==> src/logic/ptcl_map.svh <==
// register offsets, field positions, code-groups and timing figures of the tx coding block
`ifndef PTCL_MAP_SVH
`define PTCL_MAP_SVH
`define PTCL_AW 10
`define PTCL_DW 16
`define PTCL_OFF_BASIC 10'h000
`define PTCL_OFF_STATUS 10'h011
`define PTCL_OFF_SELFTEST 10'h016
`define PTCL_OFF_SOFTRST 10'h01F
`define PTCL_OFF_TENMEG 10'h02A
`define PTCL_OFF_SWING 10'h30E
`define PTCL_RST_BASIC 16'h0000
`define PTCL_RST_SELFTEST 16'h0000
`define PTCL_RST_TENMEG 16'h0000
`define PTCL_RST_SWING 16'h0000
`define PTCL_SOFT_RST_VAL 16'h4000
`define PTCL_BC_LOOP 14
`define PTCL_BC_SPEED 13
`define PTCL_ST_PCS_IN 0
`define PTCL_ST_PCS_OUT 1
`define PTCL_ST_MII 2
`define PTCL_ST_ANALOG 3
`define PTCL_ST_FAR 4
`define PTCL_ST_DIGITAL 8
`define PTCL_TM_SHORT_PRE 0
`define PTCL_CG_IDLE 5'h1F
`define PTCL_CG_J 5'h18
`define PTCL_CG_K 5'h11
`define PTCL_CG_T 5'h0D
`define PTCL_CG_R 5'h07
`define PTCL_PRE_NIB 4'h5
`define PTCL_CG_LAST 3'h4
`define PTCL_LFSR_SEED 11'h7FF
`define PTCL_LFSR_TAP_A 10
`define PTCL_LFSR_TAP_B 8
`define PTCL_MLT_POS 2'h1
`define PTCL_MLT_NEG 2'h3
`define PTCL_SQ_NEED_RX 3'h2
`define PTCL_SQ_NEED_TX 3'h5
`define PTCL_CLK_MHZ 250
`define PTCL_SQ_MIN_NS 50
`define PTCL_SQ_IDLE_NS 200
`define PTCL_LP_WIDTH_NS 100
`define PTCL_LP_PERIOD_MS 16
`define PTCL_JAB_MS 100
`define PTCL_UNJAB_MS 500
`define PTCL_CNT_W 27
`endif

==> src/logic/ptcl_pkg.sv <==
// types of the tx coding, 10M link and loopback block
package ptcl_pkg;
`include "ptcl_map.svh"
  typedef enum logic [2:0] {ENC_IDLE, ENC_J, ENC_K, ENC_DATA, ENC_T, ENC_R} ptcl_enc_t;
  typedef enum logic [2:0] {LOOP_NONE, LOOP_PCS_IN, LOOP_PCS_OUT, LOOP_MII, LOOP_ANALOG, LOOP_DIGITAL,
    LOOP_FAR} ptcl_loop_t;
  typedef struct packed {
    logic [`PTCL_DW-1:0] bc;
    logic [`PTCL_DW-1:0] st;
    logic [`PTCL_DW-1:0] tm;
    logic [`PTCL_DW-1:0] os;
    logic [`PTCL_DW-1:0] rdata;
    logic dp_clr;
    ptcl_loop_t loop;
    ptcl_enc_t enc;
    logic [4:0] cg;
    logic [4:0] cg_sh;
    logic bit_div;
    logic [2:0] bit_idx;
    logic nib_take;
    logic [10:0] lfsr;
    logic nrzi;
    logic [1:0] mlt_lvl;
    logic mlt_pos;
    logic mlt_neg;
    logic rx_j_seen;
    logic rx_in_frame;
    logic [3:0] rxd;
    logic rx_dv;
    logic rx_er;
    logic [1:0] rmii_rxd;
    logic rmii_hi;
    logic rmii_dv;
    logic sq_armed;
    logic sq_expect_neg;
    logic sq_first_neg;
    logic [7:0] sq_cnt;
    logic [2:0] sq_qual;
    logic sq_valid;
    logic pol_rev;
    logic rx10_data;
    logic [`PTCL_CNT_W-1:0] lp_cnt;
    logic lp_out;
    logic [`PTCL_CNT_W-1:0] jab_cnt;
    logic jabbed;
    logic tx10_out;
  } ptcl_state_t;
endpackage

==> src/logic/ptcl_top.sv <==
// tx 4b5b coding, scrambler, nrzi, mlt-3 split, rx decode, 10M link functions and loopback select
//
// Summary of operation
// - each 4-bit MAC nibble becomes a 5-bit code-group toward the line.
// - the first two preamble nibbles of a frame are sent as 11000 then 10001.
// - when the MAC drops TX_EN, 01101 then 00111 follow the last data group.
// - after the end pair, idle groups are sent until TX_EN rises again.
// - data nibbles use the standard 4B5B table; idle group is 11111.
// - control groups other than T, or invalid groups, inside a frame's data raise receive error; T ends the frame.
// - an 11-bit LFSR scrambles the serial code-group stream by XOR.
// - the scrambled stream always goes through the NRZI encoder.
// - scrambled-stream ones alternate between two binary streams, one per driver side.
// - received data leaves as 4-bit MII nibbles and 2-bit RMII dibits.
// - squelch needs opposite crossing 50 ns after first, then original 50 ns later.
// - while transmitting, five qualified transitions are needed, then qualification restarts.
// - at 10M with no transmit, a 100 ns link pulse every 16 ms.
// - jabber cuts 10M transmit after 100 ms of continuous activity.
// - once jabbed, stays off until transmit enable is low for 500 ms.
// - jabber acts only at 10M, never at 100M.
// - reversed 10M receive polarity is found and corrected by hardware.
// - ten_meg_config selects full or short preamble at 10M.
// - at most one loopback mode is active at a time.
// - the four low self-test control bits and bit 8 pick the near-end loopback point.
// - MII loopback needs basic_control bit 14 and self-test bit 2; tx returns on rx.
// - self-test bit 0 is coding input loopback, bit 1 coding output loopback.
`timescale 1ns/1ps
`include "ptcl_map.svh"
module ptcl_top
  import ptcl_pkg::*;
#(
  parameter int LP_PERIOD_CYC = `PTCL_LP_PERIOD_MS * `PTCL_CLK_MHZ * 1000,
  parameter int JAB_CYC = `PTCL_JAB_MS * `PTCL_CLK_MHZ * 1000,
  parameter int UNJAB_CYC = `PTCL_UNJAB_MS * `PTCL_CLK_MHZ * 1000
)
(
  input wire logic clock,
  input wire logic rst_n,
  input wire logic [`PTCL_AW-1:0] reg_addr,
  input wire logic [`PTCL_DW-1:0] reg_wdata,
  input wire logic reg_wr,
  input wire logic reg_rd,
  output logic [`PTCL_DW-1:0] reg_rdata,
  input wire logic tx_en,
  input wire logic [3:0] txd,
  output logic tx_nib_take,
  output logic [4:0] tx_cg,
  output logic nrzi_out,
  output logic mlt_pos,
  output logic mlt_neg,
  input wire logic [4:0] rx_cg,
  input wire logic rx_cg_stb,
  output logic [3:0] rxd,
  output logic rx_dv,
  output logic rx_er,
  output logic [1:0] rmii_rxd,
  output logic rmii_crs_dv,
  output logic [2:0] loop_mode,
  input wire logic sq_pos_hit,
  input wire logic sq_neg_hit,
  input wire logic rx10_raw,
  input wire logic ten_tx_en,
  output logic sq_valid,
  output logic pol_rev,
  output logic rx10_data,
  output logic link_pulse,
  output logic tx10_en_out,
  output logic short_pre
);
  localparam logic [7:0] SQ_MIN_CYC = 8'((`PTCL_SQ_MIN_NS * `PTCL_CLK_MHZ + 999) / 1000);
  localparam logic [7:0] SQ_IDLE_CYC = 8'(`PTCL_SQ_IDLE_NS * `PTCL_CLK_MHZ / 1000);
  localparam logic [`PTCL_CNT_W-1:0] LP_WIDTH_CYC = `PTCL_CNT_W'(`PTCL_LP_WIDTH_NS * `PTCL_CLK_MHZ / 1000);
  localparam logic [`PTCL_CNT_W-1:0] LP_LAST = `PTCL_CNT_W'(LP_PERIOD_CYC - 1);
  localparam logic [`PTCL_CNT_W-1:0] JAB_LAST = `PTCL_CNT_W'(JAB_CYC - 1);
  localparam logic [`PTCL_CNT_W-1:0] UNJAB_LAST = `PTCL_CNT_W'(UNJAB_CYC - 1);

  ptcl_state_t s_ff;
  ptcl_state_t nxt_s;
  logic bit_step;
  logic grp;
  logic scr_bit;
  logic speed10;
  logic tx_en_eff;

  // data-path start state; registers and loop select are copied from keep
  function automatic ptcl_state_t dp_init(input ptcl_state_t keep);
    ptcl_state_t r;
    r = '0;
    r.enc = ENC_IDLE;
    r.loop = keep.loop;
    r.cg = `PTCL_CG_IDLE;
    r.cg_sh = `PTCL_CG_IDLE;
    r.lfsr = `PTCL_LFSR_SEED;
    r.bc = keep.bc;
    r.st = keep.st;
    r.tm = keep.tm;
    r.os = keep.os;
    r.rdata = keep.rdata;
    return r;
  endfunction

  function automatic ptcl_state_t reg_init();
    ptcl_state_t r;
    r = '0;
    r.bc = `PTCL_RST_BASIC;
    r.st = `PTCL_RST_SELFTEST;
    r.tm = `PTCL_RST_TENMEG;
    r.os = `PTCL_RST_SWING;
    return dp_init(r);
  endfunction

  function automatic logic [4:0] enc4b5b(input logic [3:0] nib);
    case (nib)
      4'h0: enc4b5b = 5'h1E;
      4'h1: enc4b5b = 5'h09;
      4'h2: enc4b5b = 5'h14;
      4'h3: enc4b5b = 5'h15;
      4'h4: enc4b5b = 5'h0A;
      4'h5: enc4b5b = 5'h0B;
      4'h6: enc4b5b = 5'h0E;
      4'h7: enc4b5b = 5'h0F;
      4'h8: enc4b5b = 5'h12;
      4'h9: enc4b5b = 5'h13;
      4'hA: enc4b5b = 5'h16;
      4'hB: enc4b5b = 5'h17;
      4'hC: enc4b5b = 5'h1A;
      4'hD: enc4b5b = 5'h1B;
      4'hE: enc4b5b = 5'h1C;
      default: enc4b5b = 5'h1D;
    endcase
  endfunction

  // returns {is_data, nibble}
  function automatic logic [4:0] dec5b4b(input logic [4:0] cg);
    dec5b4b = 5'h00;
    for (int i = 0; i < 16; i++)
    begin
      if (enc4b5b(4'(i)) == cg)
      begin
        dec5b4b = {1'b1, 4'(i)};
      end
    end
  endfunction

  // one winner: far end first, then the lowest near-end point
  function automatic ptcl_loop_t loop_pick(input logic [`PTCL_DW-1:0] bc, input logic [`PTCL_DW-1:0] st);
    if (st[`PTCL_ST_FAR])
      loop_pick = LOOP_FAR;
    else if (st[`PTCL_ST_PCS_IN])
      loop_pick = LOOP_PCS_IN;
    else if (st[`PTCL_ST_PCS_OUT])
      loop_pick = LOOP_PCS_OUT;
    else if (st[`PTCL_ST_MII] && bc[`PTCL_BC_LOOP])
      loop_pick = LOOP_MII;
    else if (st[`PTCL_ST_ANALOG])
      loop_pick = LOOP_ANALOG;
    else if (st[`PTCL_ST_DIGITAL])
      loop_pick = LOOP_DIGITAL;
    else
      loop_pick = LOOP_NONE;
  endfunction

  assign bit_step = s_ff.bit_div;
  assign grp = bit_step && (s_ff.bit_idx == `PTCL_CG_LAST);
  assign scr_bit = s_ff.cg_sh[4] ^ s_ff.lfsr[`PTCL_LFSR_TAP_A] ^ s_ff.lfsr[`PTCL_LFSR_TAP_B];
  assign speed10 = !s_ff.bc[`PTCL_BC_SPEED];
  // mac transmit data is ignored in far-end loopback
  assign tx_en_eff = tx_en && (s_ff.loop != LOOP_FAR);

  always_comb
  begin
    logic [4:0] cg_new;
    logic [4:0] dcode;
    logic [4:0] dec_cg;
    logic dec_stb;
    logic hit;
    logic exp_hit;
    logic [2:0] need;
    cg_new = s_ff.cg;
    dcode = 5'h00;
    dec_cg = 5'h00;
    dec_stb = 1'b0;
    hit = 1'b0;
    exp_hit = 1'b0;
    need = 3'h0;
    nxt_s = s_ff;
    nxt_s.dp_clr = 1'b0;
    nxt_s.nib_take = 1'b0;
    nxt_s.rdata = '0;
    if (reg_rd)
    begin
      case (reg_addr)
        `PTCL_OFF_BASIC: nxt_s.rdata = s_ff.bc;
        `PTCL_OFF_SELFTEST: nxt_s.rdata = s_ff.st;
        `PTCL_OFF_TENMEG: nxt_s.rdata = s_ff.tm;
        `PTCL_OFF_SWING: nxt_s.rdata = s_ff.os;
        `PTCL_OFF_STATUS: nxt_s.rdata = `PTCL_DW'({s_ff.jabbed, s_ff.pol_rev, s_ff.sq_valid, s_ff.enc, s_ff.loop});
        default: nxt_s.rdata = '0;
      endcase
    end
    if (reg_wr)
    begin
      case (reg_addr)
        `PTCL_OFF_BASIC: nxt_s.bc = reg_wdata;
        `PTCL_OFF_SELFTEST: nxt_s.st = reg_wdata;
        `PTCL_OFF_TENMEG: nxt_s.tm = reg_wdata;
        `PTCL_OFF_SWING: nxt_s.os = reg_wdata;
        `PTCL_OFF_SOFTRST: nxt_s.dp_clr = (reg_wdata == `PTCL_SOFT_RST_VAL);
        default: nxt_s.dp_clr = 1'b0;
      endcase
    end
    nxt_s.loop = loop_pick(s_ff.bc, s_ff.st);

    // serial chain, one line bit every second clock
    nxt_s.bit_div = !s_ff.bit_div;
    if (bit_step)
    begin
      nxt_s.lfsr = {s_ff.lfsr[9:0], s_ff.lfsr[`PTCL_LFSR_TAP_A] ^ s_ff.lfsr[`PTCL_LFSR_TAP_B]};
      nxt_s.nrzi = s_ff.nrzi ^ scr_bit;
      if (scr_bit)
      begin
        nxt_s.mlt_lvl = s_ff.mlt_lvl + 2'h1;
      end
      nxt_s.mlt_pos = (nxt_s.mlt_lvl == `PTCL_MLT_POS);
      nxt_s.mlt_neg = (nxt_s.mlt_lvl == `PTCL_MLT_NEG);
      nxt_s.bit_idx = s_ff.bit_idx + 3'h1;
      nxt_s.cg_sh = {s_ff.cg_sh[3:0], 1'b0};
    end
    if (grp)
    begin
      nxt_s.nib_take = 1'b1;
      nxt_s.bit_idx = 3'h0;
      case (s_ff.enc)
        ENC_IDLE, ENC_R:
        begin
          nxt_s.enc = tx_en_eff ? ENC_J : ENC_IDLE;
          cg_new = tx_en_eff ? `PTCL_CG_J : `PTCL_CG_IDLE;
        end
        ENC_J:
        begin
          nxt_s.enc = ENC_K;
          cg_new = `PTCL_CG_K;
        end
        ENC_K, ENC_DATA:
        begin
          nxt_s.enc = tx_en_eff ? ENC_DATA : ENC_T;
          cg_new = tx_en_eff ? enc4b5b(txd) : `PTCL_CG_T;
        end
        ENC_T:
        begin
          nxt_s.enc = ENC_R;
          cg_new = `PTCL_CG_R;
        end
        default:
        begin
          nxt_s.enc = ENC_IDLE;
          cg_new = `PTCL_CG_IDLE;
        end
      endcase
      nxt_s.cg = cg_new;
      nxt_s.cg_sh = cg_new;
    end

    // receive decode; coding and digital loopbacks feed it the transmit groups unprocessed
    dec_stb = rx_cg_stb;
    dec_cg = rx_cg;
    if (s_ff.loop inside {LOOP_PCS_IN, LOOP_PCS_OUT, LOOP_DIGITAL})
    begin
      dec_stb = grp;
      dec_cg = cg_new;
    end
    if (s_ff.loop == LOOP_MII && grp)
    begin
      nxt_s.rxd = txd;
      nxt_s.rx_dv = tx_en;
      nxt_s.rx_er = 1'b0;
      nxt_s.rmii_rxd = txd[1:0];
      nxt_s.rmii_hi = 1'b1;
      nxt_s.rmii_dv = tx_en;
    end
    else if (s_ff.loop != LOOP_MII && dec_stb)
    begin
      dcode = dec5b4b(dec_cg);
      nxt_s.rx_j_seen = (dec_cg == `PTCL_CG_J);
      if (!s_ff.rx_in_frame)
      begin
        nxt_s.rx_in_frame = s_ff.rx_j_seen && (dec_cg == `PTCL_CG_K);
        nxt_s.rx_dv = nxt_s.rx_in_frame;
        nxt_s.rxd = `PTCL_PRE_NIB;
        nxt_s.rx_er = 1'b0;
      end
      else if (dec_cg == `PTCL_CG_T)
      begin
        nxt_s.rx_in_frame = 1'b0;
        nxt_s.rx_dv = 1'b0;
        nxt_s.rx_er = 1'b0;
      end
      else
      begin
        nxt_s.rxd = dcode[4] ? dcode[3:0] : 4'h0;
        nxt_s.rx_er = !dcode[4];
      end
      nxt_s.rmii_rxd = nxt_s.rxd[1:0];
      nxt_s.rmii_hi = 1'b1;
      nxt_s.rmii_dv = nxt_s.rx_dv;
    end
    else if (s_ff.rmii_hi)
    begin
      nxt_s.rmii_rxd = s_ff.rxd[3:2];
      nxt_s.rmii_hi = 1'b0;
    end

    // 10M squelch qualification with polarity capture
    hit = sq_pos_hit || sq_neg_hit;
    exp_hit = s_ff.sq_expect_neg ? sq_neg_hit : sq_pos_hit;
    need = ten_tx_en ? `PTCL_SQ_NEED_TX : `PTCL_SQ_NEED_RX;
    nxt_s.sq_cnt = (s_ff.sq_cnt == 8'hFF) ? s_ff.sq_cnt : s_ff.sq_cnt + 8'h01;
    if (!s_ff.sq_armed)
    begin
      if (hit)
      begin
        nxt_s.sq_armed = 1'b1;
        nxt_s.sq_first_neg = sq_neg_hit && !sq_pos_hit;
        nxt_s.sq_expect_neg = !(sq_neg_hit && !sq_pos_hit);
        nxt_s.sq_cnt = 8'h00;
        nxt_s.sq_qual = 3'h0;
      end
      else if (s_ff.sq_valid && s_ff.sq_cnt >= SQ_IDLE_CYC)
      begin
        nxt_s.sq_valid = 1'b0;
      end
    end
    else if (hit)
    begin
      nxt_s.sq_cnt = 8'h00;
      if (exp_hit && s_ff.sq_cnt >= SQ_MIN_CYC - 8'h01)
      begin
        nxt_s.sq_qual = s_ff.sq_qual + 3'h1;
        nxt_s.sq_expect_neg = !s_ff.sq_expect_neg;
        if (nxt_s.sq_qual == need)
        begin
          nxt_s.sq_valid = 1'b1;
          nxt_s.sq_armed = 1'b0;
          nxt_s.pol_rev = s_ff.sq_first_neg;
        end
      end
      else
      begin
        nxt_s.sq_armed = 1'b0;
      end
    end
    nxt_s.rx10_data = rx10_raw ^ s_ff.pol_rev;

    // link pulses while 10M transmit is quiet
    if (speed10 && !ten_tx_en)
    begin
      nxt_s.lp_cnt = (s_ff.lp_cnt == LP_LAST) ? '0 : s_ff.lp_cnt + `PTCL_CNT_W'(1);
      nxt_s.lp_out = (nxt_s.lp_cnt < LP_WIDTH_CYC);
    end
    else
    begin
      nxt_s.lp_cnt = '0;
      nxt_s.lp_out = 1'b0;
    end

    // jabber, counts activity or quiet time depending on state
    if (!speed10)
    begin
      nxt_s.jab_cnt = '0;
      nxt_s.jabbed = 1'b0;
    end
    else if (!s_ff.jabbed)
    begin
      nxt_s.jab_cnt = ten_tx_en ? s_ff.jab_cnt + `PTCL_CNT_W'(1) : '0;
      nxt_s.jabbed = ten_tx_en && (s_ff.jab_cnt == JAB_LAST);
    end
    else
    begin
      nxt_s.jab_cnt = ten_tx_en ? '0 : s_ff.jab_cnt + `PTCL_CNT_W'(1);
      nxt_s.jabbed = !(!ten_tx_en && s_ff.jab_cnt == UNJAB_LAST);
      if (!nxt_s.jabbed)
      begin
        nxt_s.jab_cnt = '0;
      end
    end
    nxt_s.tx10_out = speed10 && ten_tx_en && !nxt_s.jabbed;
    if (s_ff.dp_clr)
    begin
      nxt_s = dp_init(nxt_s);
    end
  end

  always_ff @(posedge clock)
  begin
    if (!rst_n)
      s_ff <= reg_init();
    else
      s_ff <= nxt_s;
  end

  assign reg_rdata = s_ff.rdata;
  assign tx_nib_take = s_ff.nib_take;
  assign tx_cg = s_ff.cg;
  assign nrzi_out = s_ff.nrzi;
  assign mlt_pos = s_ff.mlt_pos;
  assign mlt_neg = s_ff.mlt_neg;
  assign rxd = s_ff.rxd;
  assign rx_dv = s_ff.rx_dv;
  assign rx_er = s_ff.rx_er;
  assign rmii_rxd = s_ff.rmii_rxd;
  assign rmii_crs_dv = s_ff.rmii_dv;
  assign loop_mode = s_ff.loop;
  assign sq_valid = s_ff.sq_valid;
  assign pol_rev = s_ff.pol_rev;
  assign rx10_data = s_ff.rx10_data;
  assign link_pulse = s_ff.lp_out;
  assign tx10_en_out = s_ff.tx10_out;
  assign short_pre = s_ff.tm[`PTCL_TM_SHORT_PRE];
endmodule

==> config.mk <==
export PLATFORM = sky130hd
export DESIGN_NAME = ptcl_top
export DESIGN_NICKNAME = d
export VERILOG_FILES = /design/src/logic/ptcl_pkg.sv /design/src/logic/ptcl_top.sv
export VERILOG_INCLUDE_DIRS = /design/src /design/src/logic
export SDC_FILE = /design/constraint.sdc
export NUM_CORES = 1
export LEC_CHECK = 0
export BUFFER_PORTS_ARGS = -buffer_cell sky130_fd_sc_hd__buf_2
export CORE_MARGIN = 8
export CORE_UTILIZATION = 64
export DETAILED_ROUTE_END_ITERATION = 8
export PLACE_DENSITY = 0.85
export SLEW_MARGIN = 10
export SYNTH_ARGS = -nofsm -noshare
export SYNTH_HDL_FRONTEND = slang
export SYNTH_SLANG_ARGS = --single-unit
==> constraint.sdc <==
create_clock -name clock -period 4.7 [get_ports clock]
set_clock_uncertainty 0.2 [all_clocks]
set_input_delay 0.47 -clock clock [delete_from_list [all_inputs] [get_ports clock]]
set_output_delay 0.47 -clock clock [all_outputs]
set_load 0.05 [all_outputs]
Word level (Yosys, flattened, before mapping). Memory sizes are Yosys's and may differ from the RTL's. Cells that the tools add are included.

Output and inout bits: 43. Memory bits (read-only): 80. Memories: 1. Register bits after elaboration: 204. Bits of input ports: 45. Word-level logic and storage cells: 265.

Memory list: (name not given) (words 16, bits a word 5, rd ports 1, clocked after memory_dff 0, wr ports 0, RTL line ptcl_top.sv:112) `case (nib)`.

Muxes and demuxes: 109. Reductions and logical operators: 45. Add/subtract/negate cells: 6. Equal/unequal tests: 50. Bitwise gates (word level): 11. Order comparisons: 3.

Operators with widths (number): 5-bit 2-to-1 mux (56); 27-bit 2-to-1 mux (4); 5-bit == test (16); 16-bit 2-to-1 mux (5); 16-bit case mux with 5 select lines (1); 64-bit 2-to-1 mux (1); 27-bit by 1-bit adder with 27-bit output (second input constant) (2); 3-bit 2-to-1 mux (11); 10-bit by 5-bit == test with 1-bit output (second input constant) (3); 28-bit 2-to-1 mux (1); 27-bit by 22-bit == test with 1-bit output (second input constant) (1); 27-bit by 25-bit == test with 1-bit output (second input constant) (1); 27-bit == test (second input constant) (1); 27-bit by 5-bit less-than comparator with 1-bit output (second input constant) (1); 5-bit case mux with 4 select lines (1); 16-bit by 15-bit == test with 1-bit output (second input constant) (1); 1-bit logical AND (14); 1-bit 2-to-1 mux (14); 14-bit 2-to-1 mux (1); 13-bit 2-to-1 mux (1); 3-bit by 2-bit == test with 1-bit output (second input constant) (4); 3-bit == test (second input constant) (4); 12-bit 2-to-1 mux (1); 3-bit case mux with 4 select lines (1); other kinds (38) (78).

Logic depth before layout (Yosys ltp). Gate-level depths: netlist of the first run.

Depth after elaboration: 30. Mapped depth: 11.

Worst setup path after synthesis of the first run. No wires, ideal clock.

Path type: reg-to-reg. Start point: reg s_ff[103] (netlist bit). End point: reg s_ff, in the netlist rxd[0]. Arrival: 2.153 ns. Period minus slack after synthesis: 2.428 ns. Path slack: 2.272 ns. Cell stages (with the launch flop): 11. Library setup time: 0.074 ns. Path through: dfxtp_1 inv_1 ha_1 and3_1 buf_2 o21ai_0 o2111ai_1 a221oi_2 nand4_2 o211a_1 a31oi_1.

Word-level cells in the longest chain between the ends: 28.

Ends and longest elaborated chain: start: declaration (RTL line ptcl_top.sv:76) `ptcl_state_t s_ff;`; start signal: assignment (RTL line ptcl_top.sv:395) `s_ff <= reg_init();`; start signal: assignment (RTL line ptcl_top.sv:397) `s_ff <= nxt_s;`; 3-bit == test (no line) *; 1-bit logical AND * (RTL line ptcl_top.sv:163) `` assign grp = bit_step && (s_ff.bit_idx == `PTCL_CG_LAST); ``; 5-bit 2-to-1 mux (RTL line ptcl_top.sv:228) `if (grp)`; 5-bit 2-to-1 mux (RTL line ptcl_top.sv:266) `if (s_ff.loop inside {LOOP_PCS_IN, LOOP_PCS_OUT, LOOP_DIGITAL})`; 5-bit == test (RTL line ptcl_top.sv:137) `if (enc4b5b(4'(i)) == cg)`; 5-bit 2-to-1 mux (16 in series) (RTL line ptcl_top.sv:137); 5-bit 2-to-1 mux (RTL line ptcl_top.sv:280) `else if (s_ff.loop != LOOP_MII && dec_stb)`; 5-bit 2-to-1 mux (RTL line ptcl_top.sv:271) `if (s_ff.loop == LOOP_MII && grp)`; 4-bit 2-to-1 mux (RTL line ptcl_top.sv:299) `nxt_s.rxd = dcode[4] ? dcode[3:0] : 4'h0;`; 4-bit 2-to-1 mux (RTL line ptcl_top.sv:291) `` else if (dec_cg == `PTCL_CG_T) ``; 7-bit 2-to-1 mux (RTL line ptcl_top.sv:284) `if (!s_ff.rx_in_frame)`; 6-bit 2-to-1 mux (RTL line ptcl_top.sv:280); 10-bit 2-to-1 mux (RTL line ptcl_top.sv:271).

Mark *: on every way between the ends. The rest lies on a longest branch, timed or not. The select of a mux whose other input is x is not followed. A chain may end at the register's enable or synchronous reset.

Final worst setup path of the first run.
Start point: reg s_ff[103] (netlist bit). End point: reg s_ff, in the netlist rmii_rxd[1].

Word-level cells in the longest chain between the ends: 28.

Ends and longest elaborated chain (RTL line): 3-bit == test (no line) *; 1-bit logical AND * (ptcl_top.sv:163); 5-bit 2-to-1 mux (ptcl_top.sv:228); 5-bit 2-to-1 mux (ptcl_top.sv:266); 5-bit == test (ptcl_top.sv:137); 5-bit 2-to-1 mux (16 in series) (ptcl_top.sv:137); 5-bit 2-to-1 mux (ptcl_top.sv:280); 5-bit 2-to-1 mux (ptcl_top.sv:271); 4-bit 2-to-1 mux (ptcl_top.sv:299); 4-bit 2-to-1 mux (ptcl_top.sv:291); 7-bit 2-to-1 mux (ptcl_top.sv:284); 3-bit 2-to-1 mux (ptcl_top.sv:280); 10-bit 2-to-1 mux (ptcl_top.sv:271).

Marked as above.

==> metrics.txt, run 1 <==
critical path endpoint category=register; VDD IR max=0.3287 mV; Synthesis Warnings=0; Longest Clk Path Bufs=3; dominant synthesized flop cell=dfxtp_1; top-count cell post-synth=nand2_1; full die area=19230 sq um; Top Ports=88; Slew Limit Headroom=37.21%; Final Wtd Congestion=0.8803; Final Slew Violations=0; Post-synth EDFFs=0; Die H=138.7 um; Starting DRT DRC Count=800; Tcrit/Tclk final=67.44%; share of flip-flops with an asynchronous set or reset=0%; Mapped Area=9629 sq um; RSZ-0062 raised after global routing=false; hold path start=rx10_raw; root buffer cell=clkbuf_16; die width=138.7 um; Post-Synthesis Cells=1171; DR WL met3=1450 um; Worst R2R Setup Slack=1.53 ns; post-synth top area share=42.41%; hold path depth=3; initial antenna violation count=0; crit path max fanout=15; FILL cells=1200; Yosys reg bits=204; core area=14980 sq um; row count=45; detailed-router iteration count before antenna repair=6; routed wire length=23040 um; Synth top cells by count=223 x nand2_1, 204 x dfxtp_1, 131 x nor2_1; largest net degree at the start of global routing=71; CTS Buf Count=22; H-tree levels=1; CP Data Arrival Time=3.34 ns; status=complete, no violations; Hold Crit Class=in -> reg; total global routing overflow=0; share of post-route cells with drive strength above 1=12.53%; Inserted Diodes=0; residual DRC count=0; CTS sink cnt=204; Leak=3.837 nW; syn nets=1223; f_max=315.5 MHz; via count=8351; Post-CTS Resized=0; register area share after synthesis=42.41%; Synth cell types=70; Crit path required time=4.87 ns; Starting Density=64.29%; post-route ant nets=0; final hold viol count=0; dpl hpwl=15790 um; ranking of synthesized cells by area=dfxtp_1 42%, nand2_1 8.7%, nor2_1 5.1%; max-cap violations=0; CP Class=reg -> reg; worst slew pin tran=0.9414 ns; CTS tree=built; TNS Setup=0 ns; Tot GR Track Use=23.19%; sink of the worst hold path=rx10_data; cell taking the most area after synthesis=dfxtp_1; setup violators final=0; crit path time final=3.169 ns; Finished Core Util=70.58%; first-pass GRT wire length=38130 um; IO Port Bufs=87; DR vias/cell=5.961; Clk Latency, worst-skew pair=0.51 ns; met2 wire len=11020 um; WL/cell=16.45 um; DRT met1 WL=9843 um; end of the worst register-to-register path=rmii_rxd[1]; Worst-path clk slew=0.06 ns; reg2reg start=s_ff[103]; Startpoint Class=register; postcts setup bufs=0; Nets=1251; top layer in use=met4; quantity of hold-fixing buffers added after cts=0; CP startpoint=s_ff[103]; vias in the first global route=7773; Power Density=343.2 nW/um^2; R2R cell count=10; area growth from synthesis to layout=9.771%; Synth Area per Inst=8.223 sq um
placed cells by master (no fill, tap or decap), drive strengths merged, types with 4 or more instances in the layout:
master	count
or4	4
inv	16
nor2	131
buf	93
clkbuf	31
a211oi	5
nor3	21
nand2b	10
o31ai	7
a22oi	31
xor2	34
nand3	46
or2	5
xnor2	32
or3	8
nand4	20
a31oi	12
nand3b	4
nor4	10
a21oi	45
and3	18
a32oi	7
dfxtp	204
and2	6
nor3b	5
o21ai	33
mux2i	20
ha	7
a222oi	6
o21a	4
nor2b	9
nand2	223
o211ai	5
a21boi	65
power breakdown:
part	internal (mW)	switching (mW)
combinational	0.0636	0.121
sequential	1.75	0.0130
clock	0.997	0.685
total	2.81	0.819
metal layers:
| layer | global-route usage [%] | up-vias |
|---|---|---|
| met3 | 4.441 | 46 |
| met1 | 28.88 | 3928 |
| met4 | 8.492 | 0 |
| li1 | - | 4096 |
| met5 | 0 | - |
| met2 | 39.19 | 281 |
cell type report:
| type | count | area (sq um) | share of cell area [%] |
|---|---|---|---|
| multi-input cells | 862 | 5004 | 47.34 |
| flip-flops and latches | 204 | 4084 | 38.64 |
| clock buffers | 31 | 635.6 | 6.013 |
| repair buffers | 93 | 480.5 | 4.545 |
| well taps | 188 | 235.2 | 2.225 |
| clock inverters | 7 | 71.32 | 0.6747 |
| inverters | 16 | 60.06 | 0.5682 |
metrics by stage:
step | power, mW | setup WS (ns) | std cells | hold slack (ns) | cell area, sq um
floorplan | 1.917 | 2.272 | 1171 | 0.2297 | 9629
global placement | 1.978 | 1.563 | 1363 | 0.2396 | 9863
detailed placement | 1.980 | 1.520 | 1363 | 0.2478 | 9863
CTS | 3.646 | 1.606 | 1401 | 0.01389 | 10570
global route | 3.734 | 1.293 | 1401 | 0.02346 | 10570
finish | 3.627 | 1.531 | 1401 | 0.01577 | 10570
kinds of logic (layout without fill, tap and decap cells):
group | count (synthesis) | in the layout | share of synthesized area [%]
AO/OA/AOI/OAI | 242 | 242 | 17.49
XOR/XNOR | 66 | 66 | 6.003
adder cells (fa/ha/maj) | 7 | 7 | 0.9095
buffers and inverters | 105 | 147 | 5.691
flip-flops | 204 | 204 | 42.41
multiplexers | 21 | 21 | 2.326
AND/OR/NAND/NOR | 526 | 526 | 25.17
sequential cells by signal, summed over array words and instances, names as in the netlist, 2 cells and up:
name	flops
reg_rdata	16
loop_mode	3
rxd	4
rmii_rxd	2
tx_cg	5
s_ff	160
how the worst max path moves through the flow:
| stage | end | depth (start not counted) |
|---|---|---|
| floorplan | rxd[0] | 10 |
| global placement | s_ff[172] | 7 |
| detailed placement | s_ff[145] | 6 |
| CTS | rmii_rxd[1] | 10 |
| global route | rmii_rxd[1] | 10 |
| finish | rmii_rxd[1] | 10 |
critical path, cell delays in order, from the launching register on:
cell       delay, ns
dfxtp_1         0.33
inv_1           0.06
ha_1            0.15
nand3_1         0.47
a21oi_1         0.37
nand3b_1        0.22
a31oi_1         0.48
nand3_1         0.17
o2111ai_1       0.12
a2bb2oi_1       0.33
a21oi_1         0.13
Power figures use the tool's default switching activity.
==> run 2: changes to the inputs <==
CORE_UTILIZATION = 54   (was 64)
PLACE_DENSITY = 0.76   (was 0.85)
clock period = 2.55 ns   (was 4.7 ns; I/O delays follow)
==> run 2 against run 1 <==
Count of clock-buffer cells in the layout unchanged. Cell count up 9.6%. Die area grew 16%. Sequential power rose by 85%. Core utilization shrank 4.7 points. Power up 93%. Global-route usage decreased by 1.4 points. Critical path type is now in -> reg. Setup slack worse by 1.5 ns. Clock power rose by 99%. Wire length rose by 9.5%.
==> metrics.txt, run 2 (same netlist as run 1, synthesis figures left out) <==
crit-path leading delay family=buffers and inverters; Longest Clk Path Bufs=3; Placed Area=10430 sq um; Starting DRT DRC Count=814; dpl hpwl=17250 um; Final Slew Violations=0; full die area=22360 sq um; Tcrit/Tclk final=97.70%; max-cap violations=0; residual DRC count=0; die width=149.5 um; max reg flops=160; largest reg by FF count=s_ff; Tot GR Track Use=21.74%; status=complete, no violations; via count=8744; DR vias/cell=5.693; crit path time final=2.491 ns; commonest non-fill, non-tap cell in the layout=nand2_1; Slowest-stage cell, CP=dlygate4sd3_1; Startpoint Class=input port; CP max stage delay=0.53 ns; CTS Buf Count=22; Final Wtd Congestion=0.9551; post-route ant nets=0; first-pass GRT wire length=40500 um; core area=17720 sq um; worst slew pin tran=0.6825 ns; worst path cell trace=dlygate4sd3_1, buf_2, buf_4, or2_2, a41oi_1, o21ai_2, a221oi_4, buf_4, nand3_1, nand4_1, a32oi_1, nor3_1; row count=49; Worst R2R Setup Slack=0.09 ns; Inserted Diodes=0; Starting Density=54.35%; end of the worst register-to-register path=rxd[2]; Slew Limit Headroom=54.41%; routed wire length=25230 um; critical path endpoint category=register; hold path start=rst_n; R2R cell count=10; post-route cell area=11680 sq um; Power Density=600.3 nW/um^2; Leak=4.351 nW; Die H=149.5 um; FILL cells=1419; detailed-router iteration count before antenna repair=8; cell repeated most along the worst path=buf_4; root buffer cell=clkbuf_16; CP bufs+invs=4; crit path max fanout=4; vias in the first global route=8436; Nets=1343; final hold viol count=0; IO Port Bufs=87; Hold Crit Class=in -> reg; f_max=401.4 MHz; Worst-path clk slew=0.06 ns; hold path depth=3; WL/cell=16.43 um; VDD IR max=0.6369 mV; CP Data Arrival Time=2.72 ns; initial antenna violation count=1; area growth from synthesis to layout=21.30%; CP Class=in -> reg; CTS sink cnt=204; H-tree levels=1; most frequent cells in the layout=222 x nand2_1, 202 x dfxtp_1, 129 x nor2_1; CTS tree=built; setup violators final=0; TNS Setup=0 ns; largest net degree at the start of global routing=69; total global routing overflow=0; share of post-route cells with drive strength above 1=18.44%; reg2reg start=s_ff[103]; Clk Latency, worst-skew pair=0.52 ns; sink of the worst hold path=s_ff[99]; Crit path required time=2.78 ns; Top Ports=88
run 2: cell count changes in the layout (fill, tap and decap cells not counted), moves of 3 or more:
cell	previous run	this run
buf_4	6	63
buf_12	0	6
dlygate4sd3_1	0	29
o21ai_2	0	4
o21ai_0	31	28
run 2: worst reg2reg max path: stages (launching register included):
cell	delay, ns
dfxtp_1	0.34
inv_1	0.10
ha_4	0.15
and3_4	0.26
buf_4	0.14
nand2_1	0.12
o221a_2	0.32
o21ai_0	0.24
o21ai_2	0.15
a222oi_1	0.25
nor2_1	0.06
run 2: report_power, final:
part | switching [mW] | internal [mW] | leakage, nW
registers | 0.0277 | 3.22 | 1.65
clock network | 1.31 | 2.04 | 0.377
logic | 0.243 | 0.168 | 2.32
total | 1.58 | 5.43 | 4.35
run 2: worst max path at each step:
stage	from	to	slack [ns]	depth (start not counted)
2_1_floorplan	s_ff[103]	rxd[0]	0.12	10
3_3_place_gp	s_ff[103]	rmii_crs_dv	0.07	10
3_5_place_dp	s_ff[103]	rxd[3]	0.009	10
4_1_cts	s_ff[103]	rxd[3]	0.02	11
5_1_grt	loop_mode[2]	rxd[0]	-0.01	8
6_report	txd[3]	rx_er	0.06	12
run 2: repair_timing:
action                     CTS  global route
hold endpoints to repair    94             0
hold buffers                29             0
gates resized for setup      1            34
setup buffers                0             4
setup endpoints to repair    4            11
pin swaps                    1            16
run 2: final cells by class:
class                   count  area, sq um  area share (%)
clock inverters             9        133.9           1.146
flip-flops and latches    204         4086           34.99
repair buffers            185         1319           11.29
multi-input cells         862         5160           44.18
clock buffers              31        634.4           5.431
well taps                 229        286.5           2.453
inverters                  16        60.06          0.5142
run 2: metal layers:
| layer | vias to the layer above | wire, um | track usage [%] |
|---|---|---|---|
| li1 | 4274 | - | - |
| met4 | 2 | 818 | 7.976 |
| met2 | 321 | 12250 | 37.57 |
| met5 | - | 10 | 0 |
| met1 | 4077 | 10620 | 26.60 |
| met3 | 70 | 1540 | 3.719 |
run 2: through the flow:
step | hold slack (ns) | setup slack (ns) | util [%] | total power, mW | cells
2_1_floorplan | 0.1551 | 0.1224 | - | 3.533 | 1171
3_3_place_gp | 0.2395 | 0.06657 | 58.88 | 3.665 | 1463
3_5_place_dp | 0.2449 | 0.008874 | 58.88 | 3.669 | 1463
4_1_cts | 0.009858 | 0.01865 | 64.86 | 7.037 | 1532
5_1_grt | 0.02805 | -0.01476 | 65.92 | 7.227 | 1536
6_report | 0.005458 | 0.05869 | 65.92 | 7.012 | 1536
==> run 3: changes to the inputs <==
CORE_UTILIZATION = 56   (was 54)
CTS_BUF_LIST = sky130_fd_sc_hd__clkbuf_4 sky130_fd_sc_hd__clkbuf_8   (was not set)
PLACE_DENSITY = 0.79   (was 0.76)
==> run 3 against run 2 <==
First-iteration DRC count down 17%. Setup slack barely moved. Count of clock-buffer cells in the layout rose by 22. Core utilization is 2.4 points higher. Sequential share of layout area grew 0.12 points. Cell count rose by 1.8%. Fmax about the same. Worst hold slack better by 0.037 ns. Non-clock buffer count grew 11. Sequential power about the same. Register-to-register slack barely moved. Critical path type unchanged. Largest cell class unchanged. Highest routed layer is now met4.
==> metrics.txt, run 3 (same netlist as run 1, synthesis figures left out) <==
status=complete, no violations; most frequent cells in the layout=223 x nand2_1, 202 x dfxtp_1, 131 x nor2_1; WL/cell=16.15 um; worst path cell trace=dlygate4sd3_1, buf_2, or3_1, or3_1, nor3_2, or4_1, o211ai_2, buf_4, a21oi_1; detailed-router iteration count before antenna repair=6; Nets=1367; Final Slew Violations=0; die width=147.1 um; commonest non-fill, non-tap cell in the layout=nand2_1; Starting Density=56.46%; max-cap violations=0; crit path time final=2.491 ns; routed wire length=25250 um; DR vias/cell=5.640; routing usage on met3=4.460%; share of post-route cells with drive strength above 1=20.03%; CP max stage delay=0.55 ns; full die area=21650 sq um; setup violators final=0; Crit path required time=2.80 ns; Die H=147.1 um; Final Wtd Congestion=0.9027; residual DRC count=0; Hold Crit Class=in -> reg; H-tree levels=2; Starting DRT DRC Count=674; met1 GRT Util=27.73%; Tot GR Track Use=22.61%; Power Density=568.3 nW/um^2; Slew Limit Headroom=61.80%; VDD IR max=0.5496 mV; via count=8816; Inserted Diodes=0; Power, Total=6.620 mW; Slowest-stage cell, CP=dlygate4sd3_1; first-pass GRT wire length=41290 um; Leak=4.391 nW; crit path max fanout=9; IO Port Bufs=87; largest reg by FF count=s_ff; critical path endpoint category=register; root buffer cell=clkbuf_8; f_max=401.4 MHz; grt peak-use layer=met2; largest net degree at the start of global routing=53; CTS sink cnt=204; Longest Clk Path Bufs=3; vias in the first global route=8457; CTS Buf Count=35; post-route ant nets=0; Placed Area=10400 sq um; final hold viol count=0; post-route cell area=11650 sq um; total global routing overflow=0; max reg flops=160; Tcrit/Tclk final=97.70%; Worst-path clk slew=0.06 ns; CP Class=in -> reg; row count=48; area growth from synthesis to layout=20.96%; dpl hpwl=17150 um; CTS tree=built; cell repeated most along the worst path=or3_1; initial antenna violation count=0; worst slew pin tran=0.5670 ns; Clk Latency, worst-skew pair=0.54 ns; met2 usage=38.33%; Startpoint Class=input port; hold_ws=0.04273 ns; core area=17060 sq um; CP Data Arrival Time=2.74 ns; RSZ-0062 raised after global routing=true; Top Ports=88
==> run 3: cell types whose count changed in the layout (fill, tap and decap cells not counted), moves of 3 or more <==
cell           previous run  this run
buf_12                    6         1
buf_4                    63        72
bufinv_16                 3         0
clkbuf_1                  4         0
clkbuf_16                22         0
clkbuf_4                  0        12
clkbuf_8                  5        41
dlygate4sd3_1            29        35
==> run 3: routing by layer <==
layer	share of wire, %	vias to the layer above
li1	-	4326
met1	43	4136
met4	2.7	0
met3	6.3	61
met2	48	293
met5	0	-
==> run 3: path summary, 6_finish.rpt <==
check                     from            end  slack (ns)  depth (start not counted)
hold / removal     reg_addr[2]      s_ff[123]        0.04                          4
setup reg to reg  loop_mode[0]         rxd[0]        0.09                          8
setup / recovery   reg_addr[9]  reg_rdata[11]        0.06                          9
hold reg to reg      s_ff[171]      s_ff[171]        0.25                          2
==> run 3: power by group <==
part           leakage [nW]  switching (mW)  internal, mW  total [mW]
logic                  2.36           0.242         0.171       0.413
registers              1.65          0.0258          3.22        3.25
clock network         0.378            1.31          1.65        2.96
==> run 3: critical path: cells and delay by family <==
family | cells | cell delay [ns]
compound gates | 2 | 0.37
buf+inv | 3 | 0.97
simple gates | 4 | 1.14
==> run 3: timing repair <==
item / in CTS / in global routing
setup buffers: 1 / 3
hold buffers: 35 / 0
endpoints found under the setup margin: 2 / 40
resized for setup: 0 / 36
hold endpoints to repair: 92 / 0
pin swaps: 1 / 9
==> run 3: per-stage QoR <==
step	setup slack, ns	TNS, ns	utilization (%)	cells
3_3_place_gp	0.07396	0	60.99	1464
5_1_grt	-0.03821	-0.03821	68.29	1563
3_5_place_dp	0.02840	0	60.99	1464
4_1_cts	0.03074	0	67.22	1560
2_1_floorplan	0.1224	0	-	1171
6_report	0.05859	0	68.29	1563
==> run 3: area by class of cell <==
class / count / area, sq um
fillers: 1391 / 5409
multi-input cells: 862 / 5155
flip-flops and latches: 204 / 4089
repair buffers: 196 / 1358
clock buffers: 53 / 654.4
well taps: 225 / 281.5
inverters: 16 / 60.06
clock inverters: 7 / 50.05
